[src/cap_list_pkg.sv]
package cap_list_pkg;

  // ==========================================================
  // Configuration space locations
  // ==========================================================
  localparam logic [7:0] STATUS_WORD_OFS   = 8'h06;
  localparam int         CAP_FLAG_BIT      = 4;
  localparam logic [7:0] FIRST_PTR_OFS_T01 = 8'h34;
  localparam logic [7:0] FIRST_PTR_OFS_T2  = 8'h14;
  localparam logic [7:0] HEADER_LIMIT_OFS  = 8'h40;
  localparam logic [1:0] HEADER_TYPE_CB    = 2'h2;

  // ==========================================================
  // Power management entry layout, relative to the entry start
  // ==========================================================
  localparam logic [7:0] REL_IDENTIFIER    = 8'h00;
  localparam logic [7:0] REL_NEXT_POINTER  = 8'h01;
  localparam logic [7:0] REL_CAPABILITY    = 8'h02;
  localparam logic [7:0] REL_CONTROL       = 8'h04;
  localparam logic [7:0] REL_BRIDGE_EXT    = 8'h06;
  localparam logic [7:0] REL_POWER_REPORT  = 8'h08;

  // ==========================================================
  // Fixed values and reset values
  // ==========================================================
  localparam logic [7:0]  PM_IDENTIFIER    = 8'h01;
  localparam logic [7:0]  LIST_END_PTR     = 8'h00;
  localparam logic [2:0]  CAP_VERSION      = 3'h1;
  localparam logic [15:0] CONTROL_RESET    = 16'h0000;
  localparam logic [7:0]  BRIDGE_RESET     = 8'h00;
  localparam logic [7:0]  REPORT_RESET     = 8'h00;
  localparam logic [31:0] READ_ZERO        = 32'h0000_0000;

  // ==========================================================
  // Configuration request carrier
  // ==========================================================
  typedef struct packed {
    logic        valid;
    logic        write;
    logic [5:0]  dw_addr;
    logic [3:0]  byte_en;
    logic [31:0] wdata;
  } cfg_req_s;

endpackage : cap_list_pkg

[src/cap_list_pm_regs.sv]
`timescale 1ns/1ps
`default_nettype none

// Overview of operation
// Status word bit 4 flags capability list
// Flag read only, one when power entry
// First pointer read only, low bits zero
// No capabilities: flag zero, pointer ignored
// Entries dword aligned at or above 40h
// Each entry starts with identifier byte
// Power entry identifier reads 01h
// Second byte points to next entry
// Last entry returns zero next pointer
// Capability registers follow next pointer byte
// First pointer at 34h, or 14h type 2
// Pointer and flag same for every type
// Low half: identifier, then next pointer
// Capability and control words always present
// Bridge extension byte only for bridges
// Power reporting byte is optional
// Byte, word and dword accesses accepted
// Reserved writes complete, data dropped
// Reserved reads complete returning zero
// Entry offsets relative to entry start
// Dword compare plus byte enable lanes
module cap_list_pm_regs #(
  parameter logic [1:0]  HEADER_TYPE   = 2'h0,
  parameter logic        CAP_PRESENT   = 1'b1,
  parameter logic [7:0]  PM_BASE       = 8'h40,
  parameter logic [7:0]  NEXT_ENTRY    = 8'h00,
  parameter logic        IS_BRIDGE     = 1'b0,
  parameter logic        HAS_REPORT    = 1'b0,
  parameter logic [4:0]  PME_SUPPORT   = 5'h00,
  parameter logic        D2_SUPPORT    = 1'b0,
  parameter logic        D1_SUPPORT    = 1'b0,
  parameter logic        DEV_INIT      = 1'b0,
  parameter logic        PME_CLOCK     = 1'b0,
  parameter logic [15:0] CONTROL_WMASK = 16'h0003,
  parameter logic [7:0]  BRIDGE_WMASK  = 8'h00
) (
  // Clock and reset
  input  wire logic                   sys_clk,
  input  wire logic                   rst_b,
  // Configuration request from the host
  input  wire cap_list_pkg::cfg_req_s cfg_req,
  // Configuration answer
  output logic                        cfg_ack_q,
  output logic [31:0]                 cfg_rdata_q,
  // Power state seen by the function
  output logic [15:0]                 control_word_q,
  output logic [7:0]                  bridge_ext_q,
  // Power reporting input from the function
  input  wire logic [7:0]             power_report
);

  // ==========================================================
  // Static layout
  // ==========================================================
  localparam logic [7:0] FIRST_PTR_OFS = (HEADER_TYPE == cap_list_pkg::HEADER_TYPE_CB) ?
                                         cap_list_pkg::FIRST_PTR_OFS_T2 : cap_list_pkg::FIRST_PTR_OFS_T01;
  // Alignment is forced so a stray base can never break the chain walk
  localparam logic [7:0] ENTRY_BASE    = {PM_BASE[7:2], 2'b00};
  localparam logic [7:0] NEXT_ALIGNED  = {NEXT_ENTRY[7:2], 2'b00};
  localparam logic [7:0] FIRST_VALUE   = CAP_PRESENT ? ENTRY_BASE : cap_list_pkg::LIST_END_PTR;
  localparam logic [7:0] ENTRY_DW0     = 8'(ENTRY_BASE + cap_list_pkg::REL_IDENTIFIER);
  localparam logic [7:0] ENTRY_DW1     = 8'(ENTRY_BASE + cap_list_pkg::REL_CONTROL);
  localparam logic [7:0] ENTRY_DW2     = 8'(ENTRY_BASE + cap_list_pkg::REL_POWER_REPORT);
  localparam logic [15:0] CAP_WORD     = {PME_SUPPORT, D2_SUPPORT, D1_SUPPORT, 3'b000, DEV_INIT,
                                          1'b0, PME_CLOCK, cap_list_pkg::CAP_VERSION};
  localparam logic [7:0] BRIDGE_MASK_EFF = IS_BRIDGE ? BRIDGE_WMASK : 8'h00;

  // ==========================================================
  // Decode helpers
  // ==========================================================
  // Dword hit: the byte offset's upper bits against the request
  function automatic logic dw_hit(input logic [5:0] dw, input logic [7:0] byte_ofs);
    dw_hit = (dw == byte_ofs[7:2]);
  endfunction : dw_hit

  // Byte enables widened to a data mask, so unrequested lanes read zero
  function automatic logic [31:0] lane_mask(input logic [3:0] be);
    lane_mask = {{8{be[3]}}, {8{be[2]}}, {8{be[1]}}, {8{be[0]}}};
  endfunction : lane_mask

  logic hit_status;
  logic hit_first;
  logic hit_dw0;
  logic hit_dw1;
  logic hit_dw2;
  logic cfg_write;

  assign hit_status = dw_hit(cfg_req.dw_addr, cap_list_pkg::STATUS_WORD_OFS);
  assign hit_first  = dw_hit(cfg_req.dw_addr, FIRST_PTR_OFS);
  assign hit_dw0    = CAP_PRESENT && dw_hit(cfg_req.dw_addr, ENTRY_DW0);
  assign hit_dw1    = CAP_PRESENT && dw_hit(cfg_req.dw_addr, ENTRY_DW1);
  assign hit_dw2    = CAP_PRESENT && HAS_REPORT && dw_hit(cfg_req.dw_addr, ENTRY_DW2);
  assign cfg_write  = cfg_req.valid && cfg_req.write;

  // ==========================================================
  // Read data assembly
  // ==========================================================
  logic [15:0] status_word;
  logic [31:0] rd_d;
  logic [15:0] control_d;
  logic [7:0]  bridge_d;
  logic [31:0] merged_dw1;
  logic [7:0]  report_q;

  assign status_word = {11'h000, CAP_PRESENT, 4'h0};

  always_comb begin
    rd_d = cap_list_pkg::READ_ZERO;
    if (hit_status) begin
      rd_d[31:16] = status_word;
    end
    if (hit_first) begin
      rd_d[8*FIRST_PTR_OFS[1:0] +: 8] = FIRST_VALUE;
    end
    if (hit_dw0) begin
      rd_d = {CAP_WORD, NEXT_ALIGNED, cap_list_pkg::PM_IDENTIFIER};
    end
    if (hit_dw1) begin
      rd_d = {8'h00, (IS_BRIDGE ? bridge_ext_q : 8'h00), control_word_q};
    end
    if (hit_dw2) begin
      rd_d = {24'h00_0000, report_q};
    end
    rd_d = rd_d & lane_mask(cfg_req.byte_en);
  end

  // ==========================================================
  // Answer: every access completes one cycle later
  // ==========================================================
  // No retry path exists, so reserved space never stalls the host
  always_ff @(posedge sys_clk or negedge rst_b) begin
    if (!rst_b) begin
      cfg_ack_q   <= 1'b0;
      cfg_rdata_q <= cap_list_pkg::READ_ZERO;
    end else begin
      cfg_ack_q   <= cfg_req.valid;
      cfg_rdata_q <= (cfg_req.valid && !cfg_req.write) ? rd_d : cap_list_pkg::READ_ZERO;
    end
  end

  // ==========================================================
  // Writable control dword of the entry
  // ==========================================================
  cfg_lane_merge #(
    .LANES      (4)
  ) u_merge (
    .old_value  ({8'h00, bridge_ext_q, control_word_q}),
    .wdata      (cfg_req.wdata),
    .byte_en    (cfg_req.byte_en),
    .write_mask ({8'h00, BRIDGE_MASK_EFF, CONTROL_WMASK}),
    .merged     (merged_dw1)
  );

  assign control_d = (cfg_write && hit_dw1) ? merged_dw1[15:0] : control_word_q;
  assign bridge_d  = (cfg_write && hit_dw1) ? merged_dw1[23:16] : bridge_ext_q;

  always_ff @(posedge sys_clk or negedge rst_b) begin
    if (!rst_b) begin
      control_word_q <= cap_list_pkg::CONTROL_RESET;
    end else begin
      control_word_q <= control_d;
    end
  end

  always_ff @(posedge sys_clk or negedge rst_b) begin
    if (!rst_b) begin
      bridge_ext_q <= cap_list_pkg::BRIDGE_RESET;
    end else begin
      bridge_ext_q <= bridge_d;
    end
  end

  // ==========================================================
  // Power reporting sample
  // ==========================================================
  // Sampled every cycle; a read sees the value one cycle old
  always_ff @(posedge sys_clk or negedge rst_b) begin
    if (!rst_b) begin
      report_q <= cap_list_pkg::REPORT_RESET;
    end else begin
      report_q <= HAS_REPORT ? power_report : cap_list_pkg::REPORT_RESET;
    end
  end

  // ==========================================================
  // Checks
  // ==========================================================
  logic [7:0] first_read;
  assign first_read = cfg_rdata_q[8*FIRST_PTR_OFS[1:0] +: 8];

  a_ack_every_req:
  assert property (@(posedge sys_clk) disable iff (!rst_b)
    cfg_req.valid |=> cfg_ack_q)
    else $error("Request not answered in one cycle");

  a_no_spurious_ack:
  assert property (@(posedge sys_clk) disable iff (!rst_b)
    !cfg_req.valid |=> !cfg_ack_q)
    else $error("Answer without request");

  a_cap_flag_read:
  assert property (@(posedge sys_clk) disable iff (!rst_b)
    (cfg_req.valid && !cfg_req.write && hit_status && cfg_req.byte_en[2])
    |=> cfg_rdata_q[16 + cap_list_pkg::CAP_FLAG_BIT] == CAP_PRESENT)
    else $error("Capability flag read wrong");

  a_first_ptr_ok:
  assert property (@(posedge sys_clk) disable iff (!rst_b)
    (cfg_req.valid && !cfg_req.write && hit_first && cfg_req.byte_en[FIRST_PTR_OFS[1:0]])
    |=> (first_read[1:0] == 2'b00) && (!CAP_PRESENT || first_read >= cap_list_pkg::HEADER_LIMIT_OFS))
    else $error("First pointer misaligned or inside header");

  a_entry_id_byte:
  assert property (@(posedge sys_clk) disable iff (!rst_b)
    (cfg_req.valid && !cfg_req.write && hit_dw0 && cfg_req.byte_en[0])
    |=> cfg_rdata_q[7:0] == cap_list_pkg::PM_IDENTIFIER)
    else $error("Identifier byte wrong");

  a_next_ptr_byte:
  assert property (@(posedge sys_clk) disable iff (!rst_b)
    (cfg_req.valid && !cfg_req.write && hit_dw0 && cfg_req.byte_en[1])
    |=> (cfg_rdata_q[15:8] == NEXT_ALIGNED) && (cfg_rdata_q[9:8] == 2'b00))
    else $error("Next pointer byte wrong");

  a_reserved_zero:
  assert property (@(posedge sys_clk) disable iff (!rst_b)
    (cfg_req.valid && !cfg_req.write && !hit_status && !hit_first && !hit_dw0 && !hit_dw1 && !hit_dw2)
    |=> cfg_rdata_q == cap_list_pkg::READ_ZERO)
    else $error("Unmapped read not zero");

  a_reserved_write_drop:
  assert property (@(posedge sys_clk) disable iff (!rst_b)
    (cfg_write && !hit_dw1) |=> $stable(control_word_q) && $stable(bridge_ext_q))
    else $error("Write outside control dword changed state");

  a_control_write:
  assert property (@(posedge sys_clk) disable iff (!rst_b)
    (cfg_write && hit_dw1 && cfg_req.byte_en[0])
    |=> control_word_q[7:0] == (($past(control_word_q[7:0]) & ~CONTROL_WMASK[7:0])
                                | ($past(cfg_req.wdata[7:0]) & CONTROL_WMASK[7:0])))
    else $error("Control byte write lost");

  a_bridge_only:
  assert property (@(posedge sys_clk) disable iff (!rst_b)
    (bridge_ext_q & ~BRIDGE_MASK_EFF) == (cap_list_pkg::BRIDGE_RESET & ~BRIDGE_MASK_EFF))
    else $error("Fixed bridge extension bits moved");

  a_lane_masking:
  assert property (@(posedge sys_clk) disable iff (!rst_b)
    (cfg_req.valid && !cfg_req.write && cfg_req.byte_en == 4'h1)
    ##1 cfg_ack_q |-> cfg_rdata_q[31:8] == 24'h00_0000)
    else $error("Unrequested lanes not zero");

  a_status_low_zero:
  assert property (@(posedge sys_clk) disable iff (!rst_b)
    (cfg_req.valid && !cfg_req.write && hit_status && cfg_req.byte_en[2])
    |=> cfg_rdata_q[19:16] == 4'h0)
    else $error("Status low nibble not zero");

  a_pointer_lane_only:
  assert property (@(posedge sys_clk) disable iff (!rst_b)
    (cfg_req.valid && !cfg_req.write && hit_first)
    |=> (cfg_rdata_q & ~(32'h0000_00ff << (8 * FIRST_PTR_OFS[1:0]))) == 32'h0000_0000)
    else $error("Pointer dword carries other bytes");

  a_cap_version:
  assert property (@(posedge sys_clk) disable iff (!rst_b)
    (cfg_req.valid && !cfg_req.write && hit_dw0 && cfg_req.byte_en[2])
    |=> cfg_rdata_q[18:16] == cap_list_pkg::CAP_VERSION)
    else $error("Capability version wrong");

  a_cap_reserved_bits:
  assert property (@(posedge sys_clk) disable iff (!rst_b)
    (cfg_req.valid && !cfg_req.write && hit_dw0 && cfg_req.byte_en[2] && cfg_req.byte_en[3])
    |=> (cfg_rdata_q[24:22] == 3'b000) && !cfg_rdata_q[20])
    else $error("Capability reserved bits set");

  a_cap_support_bits:
  assert property (@(posedge sys_clk) disable iff (!rst_b)
    (cfg_req.valid && !cfg_req.write && hit_dw0 && cfg_req.byte_en[3])
    |=> cfg_rdata_q[31:25] == {PME_SUPPORT, D2_SUPPORT, D1_SUPPORT})
    else $error("Capability support bits wrong");

  a_control_hi_write:
  assert property (@(posedge sys_clk) disable iff (!rst_b)
    (cfg_write && hit_dw1 && cfg_req.byte_en[1])
    |=> control_word_q[15:8] == (($past(control_word_q[15:8]) & ~CONTROL_WMASK[15:8])
                                 | ($past(cfg_req.wdata[15:8]) & CONTROL_WMASK[15:8])))
    else $error("Control high byte write lost");

  a_bridge_write:
  assert property (@(posedge sys_clk) disable iff (!rst_b)
    (cfg_write && hit_dw1 && cfg_req.byte_en[2])
    |=> bridge_ext_q == (($past(bridge_ext_q) & ~BRIDGE_MASK_EFF)
                         | ($past(cfg_req.wdata[23:16]) & BRIDGE_MASK_EFF)))
    else $error("Bridge extension write wrong");

  a_lane_untouched:
  assert property (@(posedge sys_clk) disable iff (!rst_b)
    (cfg_write && hit_dw1 && !cfg_req.byte_en[0])
    |=> $stable(control_word_q[7:0]))
    else $error("Disabled lane was written");

  a_control_fixed_bits:
  assert property (@(posedge sys_clk) disable iff (!rst_b)
    (control_word_q & ~CONTROL_WMASK) == (cap_list_pkg::CONTROL_RESET & ~CONTROL_WMASK))
    else $error("Read-only control bits moved");

  a_control_read:
  assert property (@(posedge sys_clk) disable iff (!rst_b)
    (cfg_req.valid && !cfg_req.write && hit_dw1 && (cfg_req.byte_en[1:0] == 2'b11))
    |=> cfg_rdata_q[15:0] == control_word_q)
    else $error("Control word read wrong");

  a_bridge_read:
  assert property (@(posedge sys_clk) disable iff (!rst_b)
    (cfg_req.valid && !cfg_req.write && hit_dw1 && cfg_req.byte_en[2])
    |=> cfg_rdata_q[23:16] == bridge_ext_q)
    else $error("Bridge extension read wrong");

  a_dw1_top_zero:
  assert property (@(posedge sys_clk) disable iff (!rst_b)
    (cfg_req.valid && !cfg_req.write && hit_dw1)
    |=> cfg_rdata_q[31:24] == 8'h00)
    else $error("Unused byte of control dword not zero");

  a_report_read:
  assert property (@(posedge sys_clk) disable iff (!rst_b)
    (cfg_req.valid && !cfg_req.write && hit_dw2 && cfg_req.byte_en[0] && $past(rst_b))
    |=> cfg_rdata_q[7:0] == $past(power_report, 2))
    else $error("Power report read wrong");

  a_read_keeps_state:
  assert property (@(posedge sys_clk) disable iff (!rst_b)
    (cfg_req.valid && !cfg_req.write)
    |=> $stable(control_word_q) && $stable(bridge_ext_q))
    else $error("Read changed register state");

  a_write_data_zero:
  assert property (@(posedge sys_clk) disable iff (!rst_b)
    cfg_write
    |=> cfg_rdata_q == cap_list_pkg::READ_ZERO)
    else $error("Write answered with data");

  a_idle_data_zero:
  assert property (@(posedge sys_clk) disable iff (!rst_b)
    !cfg_ack_q |-> cfg_rdata_q == cap_list_pkg::READ_ZERO)
    else $error("Read data without answer");

endmodule : cap_list_pm_regs

`default_nettype wire

[src/cfg_lane_merge.sv]
`timescale 1ns/1ps
`default_nettype none

module cfg_lane_merge #(
  parameter int LANES = 4
) (
  // Current contents and write request
  input  wire logic [8*LANES-1:0] old_value,
  input  wire logic [8*LANES-1:0] wdata,
  input  wire logic [LANES-1:0]   byte_en,
  input  wire logic [8*LANES-1:0] write_mask,
  // Merged result
  output logic      [8*LANES-1:0] merged
);

  // ==========================================================
  // Per-lane merge
  // ==========================================================
  genvar lane;
  generate
    for (lane = 0; lane < LANES; lane++) begin : g_lane
      logic [7:0] lane_mask;
      assign lane_mask = byte_en[lane] ? write_mask[8*lane +: 8] : 8'h00;
      assign merged[8*lane +: 8] = (old_value[8*lane +: 8] & ~lane_mask) | (wdata[8*lane +: 8] & lane_mask);
    end
  endgenerate

endmodule : cfg_lane_merge

`default_nettype wire

[config.mk]
export PLATFORM = sky130hd
export DESIGN_NAME = cap_list_pm_regs
export DESIGN_NICKNAME = d
export VERILOG_FILES = /design/src/cap_list_pkg.sv /design/src/cap_list_pm_regs.sv /design/src/cfg_lane_merge.sv
export SDC_FILE = /design/constraint.sdc
export NUM_CORES = 1
export LEC_CHECK = 0
export BUFFER_PORTS_ARGS = -buffer_cell sky130_fd_sc_hd__buf_4
export CAP_MARGIN = 20
export CORE_MARGIN = 5
export CORE_UTILIZATION = 28
export DETAILED_ROUTE_END_ITERATION = 7
export GPL_TIMING_DRIVEN = 1
export PLACE_DENSITY = 0.79
export REMOVE_ABC_BUFFERS = 1
export SLEW_MARGIN = 20
export SYNTH_ARGS = -nofsm -noshare
export SYNTH_HDL_FRONTEND = slang
export SYNTH_SLANG_ARGS = --single-unit
[constraint.sdc]
create_clock -name sys_clk -period 1 [get_ports sys_clk]
set_input_delay 0.2 -clock sys_clk [delete_from_list [all_inputs] [get_ports sys_clk]]
set_output_delay 0.2 -clock sys_clk [all_outputs]
set_load 0.01 [all_outputs]
-- After elaboration in Yosys (flattened, before gate mapping)
Index checks and enable logic that the tools add are counted.
- register bits after elaboration: 41
- output and inout bits: 57
- reduce and logical (&&, ||, !) cells: 4
- eq/ne operators: 4
- bitwise operators: 5
- muxes and demuxes: 6
- operators with widths (cell ; count):
    2-to-1 mux 32 bit ; 2
    bitwise AND 32 bit ; 1
    2-to-1 mux 21 bit ; 1
    bitwise AND 8 bit ; 2
    == test 6 x 5 -> 1 bit (second input constant) ; 2
    inverter 8 bit ; 1
    bitwise OR 8 bit ; 1
    2-to-1 mux 7 bit ; 1
    == test 6 x 1 -> 1 bit (second input constant) ; 1
    == test 6 x 4 -> 1 bit (second input constant) ; 1
    2-to-1 mux 5 bit ; 1
    logical AND 1 bit ; 3
    2-to-1 mux 2 bit ; 1
    logical NOT 1 bit ; 1

-- Logic depth before layout (Yosys ltp)
- depth after elaboration: 6
- gate-level depth with buffers: 3
- mapped depth without buffers: 3

-- By module
From an unflattened synthesis, not the netlist that was laid out.
- cells, all modules: 185
- area total of the unflattened synthesis: 2453.6 µm²
- by module, submodules not included (module ; area an instance (µm²) ; cells an instance ; instances):
    cap_list_pm_regs ; 1808.0 ; 117 ; 1
    cfg_lane_merge ; 645.6 ; 68 ; 1

-- Least setup slack after synthesis
Ideal clock, no wire load.
- path kind: input to register
- start point: input port cfg_req[41] (netlist bit)
- end point: register with a tool-made name
- data required time: 873 ps
- stages on the path: 3
- setup time: 127 ps
- arrival time: 897 ps
- setup slack: -24 ps
- cell sequence: nor4_4 > nand3_2 > mux2_1
- RTL lines (what ; line ; RTL):
    from (decl) ; cap_list_pm_regs.sv:45 ; input wire cap_list_pkg::cfg_req_s cfg_req,

==> reports/qor.yml <==
floorplan:
  die_w_um: 60.2
  ios: 111
  start_util_pct: 29.0
  rows: 18
  die_y_um: 60.2
  die-area_sq_um: 3620
  core-area_sq_um: 2430
logic_synthesis:
  synth_top_family_by_area: "buffers and inverters"
  synth_compound_area_share_pct: 0.710
  synth.area.mux_share_pct: 3.20
  yosys_warnings: 0
  syn_area_sq_um: 704
  ys_seq_area_share_pct: 28.4
  synth_xor_area_share_pct: 0
  ys_types: 18
  synth-simple-area-share_pct: 14.4
  synthAdderAreaFrac_pct: 0
  yosys_register_bits: 8
  syn_area_per_cell_sq_um: 9.27
  synthCells: 76
clocking:
  htree_levels: 1
  clock_latency_ps: 250
  cts.clk_slew.worst_paths_ps: 50
  cts_buffers: 3
  numClockSinks: 8
  root_buffer: "clkbuf_4"
  clockBufferDepth: 2
  cts_tree: "built"
power_and_ir_drop:
  clkPwrFrac_pct: 31.3
  p_comb_share_pct: 25.5
  peakVddDrop_mv: 0.404
  p_total_uw: 773
  switchingPower_uw: 237
  power.density_nw_per_um2: 970
  power.leakage_nw: 0.456
  intPower_uw: 536
  p_seq_share_pct: 43.2
  p_sw_share_pct: 30.7
critical_path:
  cp_num_cells: 1
  reg2reg_slack_ps: 70
  worstSetupPathType: "reg -> out"
  crit_path_cell_trace: "buf_6"
  r2r.worst_path.cells: 2
  cp-endpoint: "control_word_q[1]"
  crit_arrival_ps: 780
  start_kind: "flop"
  crit_required_ps: 800
  cp_num_buf_inv: 1
  critPathTopFamily: "flip-flops"
  end_kind: "primary output"
  path_max_fanout: 3
  critPathSlowestCell: "dfrtp_1"
  cp_slowest_stage_delay_ps: 400
route:
  wl_um: 1250
  drt-initial-drc-count: 2
  drc: 0
  ant_nets: 0
  first_pass_iters: 2
  detail_route.vias_per_cell: 3.29
  wire_per_inst_um: 9.20
  vias: 447
timing:
  skew_ps: 1.96
  rsz0062_at_grt: "false"
  fin_hold_ws_ps: 160
  finalCriticalPeriod_ps: 977
  fmaxAchievable_mhz: 1020
  setup-violations-final: 0
  maxSlewViolCount: 0
  timing.final.hold_violations: 0
  post-route-period-util_pct: 97.7
flow_run:
  cap_violations: 0
final_layout:
  syn_to_final_growth_pct: 13.1
  diodes: 0
  stdcell_area_sq_um: 797
  layout_common_cells: "conb_1 (49), buf_4 (25), dfrtp_1 (8), nor2_1 (3), clkbuf_4 (3)"
  utilization_pct: 32.8
  multiInputGateArea_sq_um: 313
  seq_area_sq_um: 200
  fill_cells: 250
  layout_commonest_cell: "conb_1"
  nets: 162
  drive_gt1_share_pct: 30.2
placed_design:
  globalplace.congestion: 0.647
  port_buffers: 21
  place_area_sq_um: 749
  hpwl_um: 1120
grt:
  grt_pass1_vias: 366
  gr-max-usage-layer: "met2"
  grt_max_degree: 9
  grt-ovfl-total: 0
  grtUsageTotal_pct: 5.87
  met2_usage_pct: 10.8
  antenna_found_initial: 0
  grt_use_met3_pct: 0.216
  grt.met1_usage_pct: 6.06
  grt_pass1_wl_um: 1560
hold_path:
  worstHoldPathType: "in -> reg"
run_status:
  status: "completed"
[cell usage after synthesis (all sizes together)]
master | number | area, sq um
nor2 | 3 | 11.3
nand2 | 1 | 3.75
nand3b | 1 | 7.51
nand4b | 1 | 8.76
and4 | 1 | 8.76
dfrtp | 8 | 200
mux2 | 2 | 22.5
o21ai | 1 | 5.00
inv | 1 | 3.75
nor3b | 1 | 7.51
buf | 49 | 368
nand4 | 1 | 6.26
conb | 1 | 3.75
nand3 | 2 | 15.0
nor3 | 1 | 5.00
nor4 | 2 | 27.5
[through the flow]
| stage | worst slack, ps | TNS, ps | cells |
|---|---|---|---|
| 5_1_grt | 0.0117 | 0 | 136 |
| 3_3_place_gp | -177 | -554 | 131 |
| 4_1_cts | 3.57 | 0 | 136 |
| 6_report | 23.0 | 0 | 136 |
| 2_1_floorplan | -24.3 | -48.6 | 75 |
| 3_5_place_dp | -187 | -624 | 131 |
[worst min path at each step]
stage               startpoint                         end  slack [ps]  cells past startpoint
floorplan                rst_b  asynchronous set/reset pin        -100                      0
global placement         rst_b    cfg_rdata_q[0]$_DFF_PN0_          20                      1
detailed placement       rst_b    cfg_rdata_q[0]$_DFF_PN0_          20                      1
CTS                 cfg_req[0]                        flop         160                      2
global route        cfg_req[0]                        flop         160                      2
finish              cfg_req[0]                        flop         160                      2
[per-layer routing]
metal | wire, um | share of wire, % | vias to the layer above
li1 | - | - | 207
met1 | 317 | 25 | 209
met2 | 751 | 60 | 29
met3 | 160 | 13 | 2
met4 | 22 | 1.8 | 0
met5 | 0 | 0 | -
[power by group through the flow]
stage	logic (mW)	clock network, mW	registers, mW
floorplan	0.0931	0	0.342
global placement	0.182	0	0.339
detailed placement	0.183	0	0.339
CTS	0.191	0.253	0.334
global route	0.218	0.268	0.334
finish	0.197	0.242	0.334
[cell families (layout without fill, tap and decap cells)]
family	Yosys count	count (layout)
buffers and inverters	50	32
other	1	49
muxes	2	2
and+or+nand+nor	14	14
DFF	8	8
AOI/OAI and AO/OA	1	1
[worst reg2reg max path, delay by kind of cell (launching register included)]
family | cells | cell delay, ps
buffers and inverters | 1 | 140
flip-flops | 1 | 390
multiplexers | 1 | 280
[layout make-up]
class                           instances  share of cell area, %
Clock buffer                            3                   2.83
Inverter                                1                  0.471
Multi-Input combinational cell         66                   39.2
Sequential cell                         8                   25.1
Tap cell                               30                   4.71
Timing Repair Buffer                   28                   27.6
[repair_timing]
action | CTS | global route
endpoints found under the setup margin | 2 | 1
resized for setup | 1 | 1
hold endpoints to repair | 8 | 0
hold buffers | 1 | 0
buffers inserted | 1 | 0
(Power assumes the default switching activity.)
